`src/core/rpt_pkg.sv`:
```
/*
 * Shared constants and carriers for the register pair transfer slice:
 * opcode encodings, field positions, reset values and the packed structs
 * that carry the working registers and the table-read state.
 * Assumes a 10-bit instruction word and a 12-bit program counter.
 */
package rpt_pkg;

   localparam int unsigned INSTR_W     = 10;
   localparam int unsigned NIB_W       = 4;
   localparam int unsigned DPTR_W      = 3;
   localparam int unsigned PAGE_W      = 5;
   localparam int unsigned PCL_W       = DPTR_W + NIB_W;
   localparam int unsigned PC_W        = PAGE_W + PCL_W;
   localparam int unsigned SP_W        = 3;
   localparam int unsigned STACK_DEPTH = 8;
   localparam int unsigned AD_W        = 10;
   localparam int unsigned BYTE_W      = 8;

   typedef logic [INSTR_W-1:0] rpt_word_t;
   typedef logic [PC_W-1:0]    rpt_pc_t;
   typedef logic [NIB_W-1:0]   rpt_nib_t;

   // Opcodes
   localparam rpt_word_t OP_CONV_READ = 10'h279;
   localparam rpt_word_t OP_EXT_SPLIT = 10'h02a;
   localparam logic [PAGE_W-1:0] OP_TABLE_PREFIX = 5'h04;

   // Field positions
   localparam int unsigned PREFIX_LSB    = 5;
   localparam int unsigned MODE_SEL_BIT  = 3;
   localparam int unsigned ROM_DPTR_LSB  = 8;

   // Reset values
   localparam rpt_nib_t         ACC_RST  = 4'h0;
   localparam rpt_nib_t         AUX_RST  = 4'h0;
   localparam logic [DPTR_W-1:0] DPTR_RST = 3'h0;
   localparam logic [SP_W-1:0]   SP_RST   = 3'h7;

   // Machine cycles of the table read
   localparam int unsigned TABLE_CYCLES = 3;

   typedef enum logic [1:0] {
      RPT_IDLE,
      RPT_FETCH,
      RPT_RETURN
   } rpt_phase_e;

   typedef struct packed {
      logic [DPTR_W-1:0] dptr;
      rpt_nib_t          aux;
      rpt_nib_t          acc;
   } rpt_regs_s;

   typedef struct packed {
      rpt_phase_e        phase;
      rpt_regs_s         regs;
      logic [SP_W-1:0]   sp;
      rpt_pc_t           rom_addr;
   } rpt_state_s;

endpackage

```
`src/core/rpt_core.sv`:
```
/*
 * Decode and execute slice for three nibble transfer instructions:
 * converter read, extension split and the three-cycle table read.
 * Assumes the surrounding CPU presents one instruction per cycle while
 * ready is high, drives pc in the cycle a table read is taken, and that program memory
 * answers a request with data on the following cycle.
 */
`timescale 1ns/10ps
module rpt_core (
   input  wire logic                          clk,
   input  wire logic                          rstn,
   input  wire logic                          instr_valid,
   input  wire rpt_pkg::rpt_word_t            instr,
   input  wire rpt_pkg::rpt_pc_t              pc,
   input  wire logic [rpt_pkg::AD_W-1:0]      ad_result,
   input  wire logic [rpt_pkg::BYTE_W-1:0]    cmp_reg,
   input  wire logic [rpt_pkg::NIB_W-1:0]     converter_ctrl_first,
   input  wire logic [rpt_pkg::BYTE_W-1:0]    ext_reg,
   input  wire rpt_pkg::rpt_word_t            rom_rdata,
   output logic                               ready,
   output logic                               hit,
   output rpt_pkg::rpt_regs_s                 regs,
   output logic [rpt_pkg::SP_W-1:0]           stack_pointer,
   output logic                               rom_req,
   output rpt_pkg::rpt_pc_t                   rom_addr,
   output logic                               pc_load,
   output rpt_pkg::rpt_pc_t                   pc_load_val,
   output logic                               carry_flag_we,
   output logic                               skip_req
);
   import rpt_pkg::*;

   ////////////////////////////////////////////////////////////////////////
   // Decode

   rpt_state_s st_r;
   rpt_state_s st_nxt;
   logic       idle;
   logic       take;
   logic       is_conv;
   logic       is_ext;
   logic       is_table;
   logic       converter_mode_sel;
   logic       stack_wr;
   logic [SP_W-1:0] sp_inc;
   rpt_pc_t    stack_rd_data;

   assign idle     = (st_r.phase == RPT_IDLE);
   assign take     = idle && instr_valid;
   assign is_conv  = (instr == OP_CONV_READ);
   assign is_ext   = (instr == OP_EXT_SPLIT);
   assign is_table =
      (instr[INSTR_W-1:PREFIX_LSB] == OP_TABLE_PREFIX);
   assign converter_mode_sel =
      converter_ctrl_first[MODE_SEL_BIT];
   assign sp_inc   = st_r.sp + 3'h1;

   ////////////////////////////////////////////////////////////////////////
   // Next state

   always_comb begin
      st_nxt   = st_r;
      stack_wr = 1'b0;
      unique case (st_r.phase)
         RPT_IDLE: begin
            if (take && is_conv) begin
               if (converter_mode_sel) begin
                  st_nxt.regs.aux = cmp_reg[7:4];
                  st_nxt.regs.acc = cmp_reg[3:0];
               end else begin
                  st_nxt.regs.aux = ad_result[9:6];
                  st_nxt.regs.acc = ad_result[5:2];
               end
            end else if (take && is_ext) begin
               st_nxt.regs.aux = ext_reg[7:4];
               st_nxt.regs.acc = ext_reg[3:0];
            end else if (take && is_table) begin
               // Push happens at the new level, before any fetch
               st_nxt.sp       = sp_inc;
               stack_wr        = 1'b1;
               st_nxt.rom_addr = {instr[PAGE_W-1:0],
                                  st_r.regs.dptr,
                                  st_r.regs.acc};
               st_nxt.phase    = RPT_FETCH;
            end
         end
         RPT_FETCH: begin
            st_nxt.phase = RPT_RETURN;
         end
         RPT_RETURN: begin
            st_nxt.regs.aux  = rom_rdata[7:4];
            st_nxt.regs.acc  = rom_rdata[3:0];
            st_nxt.regs.dptr = {1'b0,
                                rom_rdata[ROM_DPTR_LSB+1:ROM_DPTR_LSB]};
            st_nxt.sp        = st_r.sp - 3'h1;
            st_nxt.phase     = RPT_IDLE;
         end
         default: begin
            st_nxt.phase = RPT_IDLE;
         end
      endcase
   end

   always_ff @(posedge clk or negedge rstn) begin
      if (!rstn) begin
         st_r.phase    <= RPT_IDLE;
         st_r.regs     <= '{dptr: DPTR_RST, aux: AUX_RST, acc: ACC_RST};
         st_r.sp       <= SP_RST;
         st_r.rom_addr <= '0;
      end else begin
         st_r <= st_nxt;
      end
   end

   ////////////////////////////////////////////////////////////////////////
   // Return stack; read of the pushed level lands in the return cycle

   rpt_stack_mem #(
      .WIDTH (PC_W),
      .DEPTH (STACK_DEPTH),
      .AW    (SP_W)
   ) u_stack (
      .clk       (clk),
      .rstn      (rstn),
      .wr_en     (stack_wr),
      .wr_addr   (sp_inc),
      .wr_data   (pc),
      .rd_addr   (st_r.sp),
      .rd_data_r (stack_rd_data)
   );

   ////////////////////////////////////////////////////////////////////////
   // Outputs

   assign ready         = idle;
   assign hit           = take && (is_conv || is_ext || is_table);
   assign regs          = st_r.regs;
   assign stack_pointer = st_r.sp;
   assign rom_req       = (st_r.phase == RPT_FETCH);
   assign rom_addr      = st_r.rom_addr;
   assign pc_load       = (st_r.phase == RPT_RETURN);
   assign pc_load_val   = stack_rd_data;
   // None of these operations touch carry or skip
   assign carry_flag_we = 1'b0;
   assign skip_req      = 1'b0;

   ////////////////////////////////////////////////////////////////////////
   // Checks

   logic start_tr;
   logic start_conv;
   logic start_ext;
   assign start_tr   = take && is_table;
   assign start_conv = take && is_conv;
   assign start_ext  = take && is_ext;

   a_conv_adc_mode: assert property (@(posedge clk) disable iff (!rstn)
      start_conv && !converter_ctrl_first[3] |=>
         regs.aux == $past(ad_result[9:6]) &&
         regs.acc == $past(ad_result[5:2]))
      else $error("converter mode load wrong");

   a_conv_cmp_mode: assert property (@(posedge clk) disable iff (!rstn)
      start_conv && converter_ctrl_first[3] |=>
         regs.aux == $past(cmp_reg[7:4]) &&
         regs.acc == $past(cmp_reg[3:0]))
      else $error("comparator mode load wrong");

   a_mode_sel_bit: assert property (@(posedge clk) disable iff (!rstn)
      start_conv && $stable(converter_ctrl_first[2:0]) &&
      converter_ctrl_first[3] |=> regs.acc == $past(cmp_reg[3:0]))
      else $error("mode selector not bit 3");

   a_ext_split: assert property (@(posedge clk) disable iff (!rstn)
      start_ext |=> ready && regs.aux == $past(ext_reg[7:4]) &&
         regs.acc == $past(ext_reg[3:0]) && $stable(regs.dptr))
      else $error("extension split wrong");

   a_table_three_cyc: assert property (@(posedge clk) disable iff (!rstn)
      start_tr |=> !ready [*2] ##1 ready)
      else $error("table read not three cycles");

   a_table_push: assert property (@(posedge clk) disable iff (!rstn)
      start_tr |=> stack_pointer == $past(stack_pointer) + 3'h1)
      else $error("stack not incremented");

   a_table_addr: assert property (@(posedge clk) disable iff (!rstn)
      start_tr |=> rom_req &&
         rom_addr == {$past(instr[4:0]), $past(regs.dptr),
                      $past(regs.acc)})
      else $error("table address wrong");

   a_table_nibbles: assert property (@(posedge clk) disable iff (!rstn)
      pc_load |=> regs.aux == $past(rom_rdata[7:4]) &&
         regs.acc == $past(rom_rdata[3:0]))
      else $error("fetched nibbles wrong");

   a_table_dptr: assert property (@(posedge clk) disable iff (!rstn)
      pc_load |=> regs.dptr[1:0] == $past(rom_rdata[9:8]))
      else $error("data pointer low bits wrong");

   a_table_dptr_top: assert property (@(posedge clk) disable iff (!rstn)
      pc_load |=> regs.dptr[2] == 1'b0)
      else $error("data pointer top not zero");

   a_table_return: assert property (@(posedge clk) disable iff (!rstn)
      start_tr ##2 1'b1 |-> pc_load && pc_load_val == $past(pc, 2)
         ##1 stack_pointer == $past(stack_pointer, 3))
      else $error("return address or pointer wrong");

   a_no_carry_skip: assert property (@(posedge clk) disable iff (!rstn)
      hit |-> !carry_flag_we && !skip_req [*3])
      else $error("carry or skip disturbed");

   c_conv_adc:   cover property (@(posedge clk) disable iff (!rstn)
      start_conv && !converter_ctrl_first[3]);
   c_conv_cmp:   cover property (@(posedge clk) disable iff (!rstn)
      start_conv && converter_ctrl_first[3]);
   c_ext_split:  cover property (@(posedge clk) disable iff (!rstn)
      start_ext);
   c_table_done: cover property (@(posedge clk) disable iff (!rstn)
      start_tr ##2 pc_load ##1 start_tr);

endmodule

```
`src/core/rpt_stack_mem.sv`:
```
/*
 * Return stack storage: one write port, one read port, registered read.
 * Assumes a single clock; read data appear one edge after the address.
 */
`timescale 1ns/10ps
module rpt_stack_mem #(
   parameter int unsigned WIDTH = 12,
   parameter int unsigned DEPTH = 8,
   parameter int unsigned AW    = 3
) (
   input  wire logic             clk,
   input  wire logic             rstn,
   input  wire logic             wr_en,
   input  wire logic [AW-1:0]    wr_addr,
   input  wire logic [WIDTH-1:0] wr_data,
   input  wire logic [AW-1:0]    rd_addr,
   output logic      [WIDTH-1:0] rd_data_r
);

   logic [WIDTH-1:0] mem [DEPTH];

   // Storage itself is not reset; only the read register is
   always_ff @(posedge clk) begin
      if (wr_en) begin
         mem[wr_addr] <= wr_data;
      end
   end

   always_ff @(posedge clk or negedge rstn) begin
      if (!rstn) begin
         rd_data_r <= '0;
      end else begin
         rd_data_r <= mem[rd_addr];
      end
   end

endmodule

```
`config.mk`:
```
export PLATFORM = sky130hd
export DESIGN_NAME = rpt_core
export DESIGN_NICKNAME = d
export VERILOG_FILES = /design/src/core/rpt_pkg.sv /design/src/core/rpt_core.sv /design/src/core/rpt_stack_mem.sv
export SDC_FILE = /design/constraint.sdc
export NUM_CORES = 1
export LEC_CHECK = 0
export BUFFER_PORTS_ARGS = -buffer_cell sky130_fd_sc_hd__buf_2
export CAP_MARGIN = 20
export CORE_UTILIZATION = 38
export CTS_CLUSTER_DIAMETER = 30
export DETAILED_ROUTE_END_ITERATION = 10
export HOLD_SLACK_MARGIN = 0.02
export SKIP_CTS_REPAIR_TIMING = 1
export SLEW_MARGIN = 20
export SYNTH_ARGS = -nofsm -noshare
export SYNTH_HDL_FRONTEND = slang
export SYNTH_HIERARCHICAL = 1
export SYNTH_SLANG_ARGS = --single-unit
```
`constraint.sdc`:
```
create_clock -name clk -period 4.3 [get_ports clk]
set_input_delay 0.645 -clock clk [delete_from_list [all_inputs] [get_ports clk]]
set_output_delay 0.645 -clock clk [all_outputs]
set_load 0.05 [all_outputs]
```
; After elaboration in Yosys (flattened, before gate mapping)
; Memories as Yosys holds them, arrays and structs flattened. A register that Yosys moved wholly into a read port is not among the register bits.
; Index checks and enable logic that the tools add are counted.
; W data, S select, Z words.
[op_classes]
n_bitwise = 2
n_addsub = 2
n_reduce_logical = 14
n_mux = 17
n_eq_ne = 9
[ops]
columns = op, count
row1 = $mux W15, 3
row2 = $mux W8, 3
row3 = $pmux W11 S2, 1
row4 = $eq A10 B10 Y1 const B, 1
row5 = $eq A10 B6 Y1 const B, 1
row6 = $reduce_and A4 Y1, 2
row7 = $mux W1, 6
row8 = $mux W2, 3
row9 = $eq A5 B3 Y1 const B, 1
row10 = $logic_and A1 B1 Y1, 5
row11 = $ne A2 B2 Y1 const B, 2
row12 = $pmux W2 S2, 1
row13 = $add A3 B1 Y3 const B, 1
row14 = $ne A3 B1 Y1 const B, 1
row15 = $reduce_and A3 Y1, 1
row16 = $sub A3 B1 Y3 const B, 1
row17 = $eq A2 B1 Y1 const B, 1
row18 = $eq A2 B2 Y1 const B, 1
row19 = $logic_not A2 Y1, 1
row20 = $logic_or A1 B1 Y1, 2
row21 = $ne A2 B1 Y1 const B, 1
row22 = $not A1 Y1, 2
row23 = $reduce_and A2 Y1, 1
row24 = $reduce_bool A2 Y1, 1
row25 = $logic_not A1 Y1, 1
[word_totals]
mem_count = 1
ramBits = 96
output_inout_bits = 44
word_cells = 51
in_bits = 65
reg_bits = 26
[memory_table]
columns = name, depth, width, read_ports, rd_ports_with_merged_regs, wr, line
row1 = u_stack.mem, 8, 12, 1, 1, 1, rpt_stack_mem.sv:20  ; logic [WIDTH-1:0] mem [DEPTH];

; Longest topological paths before layout
[logic_depth]
depth_word = 9
mapped_depth = 6

; Hierarchy
; The synthesis kept the hierarchy.
[modules_own_cells]
columns = module, n_inst, area_each_um2, cells_each
row1 = rpt_stack_mem, 1, 4047.6, 164
row2 = rpt_core, 1, 1645.3, 160

; Worst setup path after synthesis
; OpenSTA, ideal clock, no wires.
[synth_timing]
path_kind = in2out
from = input instr[0]
to = output hit
t_required_ns = 3.655
cell_stages = 3
arrival_ns = 2.592
setup_slack_ns = 1.063
n_path_buf = 0
path_cell_list = or4b_4 -> mux2_4 -> o21ai_0
[synth_between]
elab_chain_cells = 4
elab_cells_between_ends = 5
cone_classes = eq/ne: 2 / reduce/logical: 3
[synth_lines]
columns = item, line
row1 = "start, declared", rpt_core.sv:13  ; input wire rpt_pkg::rpt_word_t instr,
row2 = $eq A10 B10 Y1 / $eq A10 B6 Y1 (equally long branches), "rpt_core.sv:50, rpt_core.sv:51"
row3 = $logic_or A1 B1 Y1 (*) (2 in series), rpt_core.sv:136  ; assign hit = take && (is_conv || is_ext || is_table);
row4 = $logic_and A1 B1 Y1 (*), rpt_core.sv:136
row5 = "end, declared", rpt_core.sv:21  ; output logic hit,
; Every way passes the cells marked *; elsewhere a longest branch is shown, timed or not.

; Final worst setup path
[layout_timing]
from = register st_r[27] (netlist name)
to = output hit
[layout_between]
elab_chain_cells = 3
[layout_lines]
columns = item, line
row1 = "start, declared", rpt_core.sv:36  ; rpt_state_s st_r;
row2 = "start signal, assigned", rpt_core.sv:111  ; st_r <= st_nxt;
row3 = $logic_not A2 Y1, rpt_core.sv:48  ; assign idle = (st_r.phase == RPT_IDLE);
row4 = $logic_and A1 B1 Y1, rpt_core.sv:49  ; assign take = idle && instr_valid;
row5 = $logic_and A1 B1 Y1, rpt_core.sv:136
; Every way passes these cells.

==> results.md <==
- Status: complete, no violations
- CP Capture Point: hit
- Critical path depth: 4
- Reg-to-reg slack, setup: around 1600 ps
- Vias in the first global route: ~3.2k
- Multi-input logic area: 0.00154 mm^2
- Setup Skew: 8.73 ps
- Clock sinks: 134
- Finish-stage setup viols: 0
- Layout area overhead: 19.8%
- Global-route wire length before repair: 17100 um
- Total power draw: 0.00426 W
- Share of cells above drive strength 1: 0.408
- Fin crit share: 0.637
- FMAX: 365 MHz
- GRT Total Usage: 0.148
- Synth top area share: 0.506
- Worst Path Required: 3650 ps
- TritonCTS clock tree: yes
- Antenna violations before repair: 0
- Worst hold path type: input pin to asynchronous set/reset pin
- Cell variety after synth: approximately 40
- Chip Width: about 120 um
- Root buffer cell: clkbuf_16
- Seq cells post-synth: 134
- Port Buffers: 99
- Drt drc: 0
- RSZ-0062 raised after global routing: no
- Pleak: 2.68 nW
- CP endpoint kind: output pin
- Detailed-placement wirelength estimate: between 6000 and 7000 um
- Final net count: 480
- Mapped Avg Cell Area: about 18 um^2
- CP max stage delay: 450 ps
- Drt first pass iters: 4
- Critical Path Start: st_r[27]$_DFFE_PN0P_
- Worst vdd rail ir drop: approximately 250 uV
- Crit Path Class: flip-flop to output pin
- Critical path's slowest cell: dfrtp_1
- Final hold vios: 0
- Fillers: about 1.3k
- Max Cap Viol: 0
- CTS H-tree depth: 4
- Via Count: 3109
- FF+latch area: 0.00384 mm^2
- Relative slew slack: 0.393
- Rows: 44
- Core ar.: 0.0146 mm^2
- Post-route ant nets: 0
- Worst R2R End: u_stack/mem[1][8]$_DFFE_PP_
- First DRT Iteration DRCs: 161
- Worst path cell trace: nor4b_2, nand2_2, o21ai_0, buf_2
- Worst setup SP type: flip-flop
- R2r worst-path depth: 5
- CP top delay family: simple AND/OR/NAND/NOR gates
- Final Slew Violations: 0
- Crit path max fanout: 18
- GRT Residual Overflow: 0
- Worst-Margin Slew: between 900 and 1000 ps
- Vias per inst: a little over 5
- Die ar.: 0.0155 mm^2
- Maximum number of pins on one net before global-route repair: 39
- PwrDens: 625 mW/mm^2
- Clk buf depth: 2
- Yosys warning total: 6
- Post-layout minimum cycle time: 2740 ps
- Post-Syn Instances: around 320
- Routability congestion estimate: 0.758
- Top area cells in the synthesized netlist: edfxtp_1 51%, dfrtp_1 15%, mux4_1 9.7%
- Buf+Inv Stages, Crit Path: 1
- I/O pins: 109
- Synth Cell Area: 0.00569 mm^2
- Die H: 124 um
- Synth area leader: edfxtp_1
- Seq/Total Area, Yosys: 0.674
- Setup TNS: 0 ps
- Clk Latency, worst-skew pair: a little over 400 ps
- Total CTS buffers: 17
- Routed WL per cell: 17.6 um
- CP arrival: around 2100 ps
- R2R Path Start: stack_pointer[0]$_DFFE_PN1P_
- Initial Util: 0.390
- Clk slew on worst S/H paths: 60 ps
- Routed WL: 10700 um
==> final cells by class <==
| cell class | count | share of cell area |
|---|---|---|
| inverters | 7 | 0.00385 |
| clock inverters | 11 | 0.0217 |
| flip-flops and latches | 134 | 0.563 |
| multi-input cells | 144 | 0.226 |
| well taps | 184 | 0.0338 |
| diodes | 1 | 0.000367 |
| repair buffers | 109 | 0.0837 |
| clock buffers | 21 | 0.0675 |
==> logic make-up (layout without fill, tap and decap cells) <==
logic type / count (synthesis) / in the layout / synth area share
buf+inv: 49 / 148 / 0.0569
other cells: 1 / 5 / 0.000659
compound gates: 30 / 30 / 0.0347
mux: 59 / 59 / 0.179
flops: 134 / 134 / 0.674
xor+xnor: 3 / 3 / 0.00462
fa+ha+maj: 2 / 2 / 0.00439
simple gates: 46 / 46 / 0.0459
==> sequential cells by signal (all words and copies together), names as in the netlist <==
| signal | flops |
|---|---|
| regs | 10 |
| rom_addr | 11 |
| st_r | 2 |
| stack_pointer | 3 |
| u_stack/mem | 96 |
| u_stack/rd_data_r | 12 |
==> how the worst min path moves through the flow <==
stage	from	endpoint	slack, ps	cells after the start
final	rstn	regs[5]$_DFFE_PN0P_	370	1
after global routing	rstn	regs[5]$_DFFE_PN0P_	450	1
after CTS	rstn	regs[5]$_DFFE_PN0P_	400	1
after detailed placement	rom_addr[11]$_DFFE_PN0P_	rom_addr[11]$_DFFE_PN0P_	470	2
after global placement	rom_addr[11]$_DFFE_PN0P_	rom_addr[11]$_DFFE_PN0P_	470	2
after floorplan	rstn	regs[0]$_DFFE_PN0P_	350	0
==> cells in the final DEF (no fill, tap or decap), types with 4 or more instances in the layout <==
cell type  count
a31oi_1        8
buf_2         99
buf_4         10
clkbuf_16     17
conb_1         4
dfrtp_1       35
edfxtp_1      96
inv_1          7
mux2_2        24
mux2i_1        9
mux4_1        21
nand2_1        4
nand3_1        8
nor2_1        16
o2111ai_1      8
o21ai_0       11
==> cells in the mapped netlist, drive strengths merged <==
library cell  number
or4b               1
nand2b             3
o2111ai            8
and2               1
clkbuf             8
conb               1
a2bb2oi            1
mux2i             10
nand3              8
nor3               2
ha                 2
and2b              2
xnor2              1
o21ai             11
mux2              25
a21oi              1
a31oi              8
edfxtp            96
nand4b             1
nor2              16
nor4bb             1
xor2               2
o2bb2ai            1
or2b               2
buf               34
and4b              1
nand2              5
mux4              24
dfstp              3
nand3b             1
nor4b              2
dfrtp             35
inv                7
==> power breakdown <==
| part | internal [W] | switching (W) | total, W |
|---|---|---|---|
| Combinational | 0.000421 | 0.000657 | 0.00108 |
| Clock | 0.000945 | 0.000520 | 0.00146 |
| Sequential | 0.00153 | 0.000191 | 0.00172 |
| Total | 0.00289 | 0.00137 | 0.00426 |
==> worst reg2reg max path, stage by stage, from the launching register on <==
cell and delay, ps:
dfstp_2 1050, inv_1 320, ha_1 470, nand2b_1 200, nor2_1 140, buf_4 210
==> through the flow <==
step | cells | cell area [um^2] | setup WS, ps | util | hold slack [ps]
floorplan | 327 | 5700 | 1060 | - | 349
global placement | 578 | 6210 | 1560 | 0.425 | 466
global route | 610 | 6820 | 1370 | 0.467 | 446
detailed placement | 578 | 6210 | 1560 | 0.425 | 469
CTS | 610 | 6820 | 1540 | 0.467 | 402
finish | 611 | 6820 | 1560 | 0.467 | 370
==> routing by layer <==
| metal | track usage | share of wire |
|---|---|---|
| met5 | 0 | 0 |
| met2 | 0.255 | 0.52 |
| met3 | 0.0417 | 0.039 |
| met4 | 0.0666 | 0.018 |
| met1 | 0.171 | 0.42 |
Power figures use the tool's default switching activity.
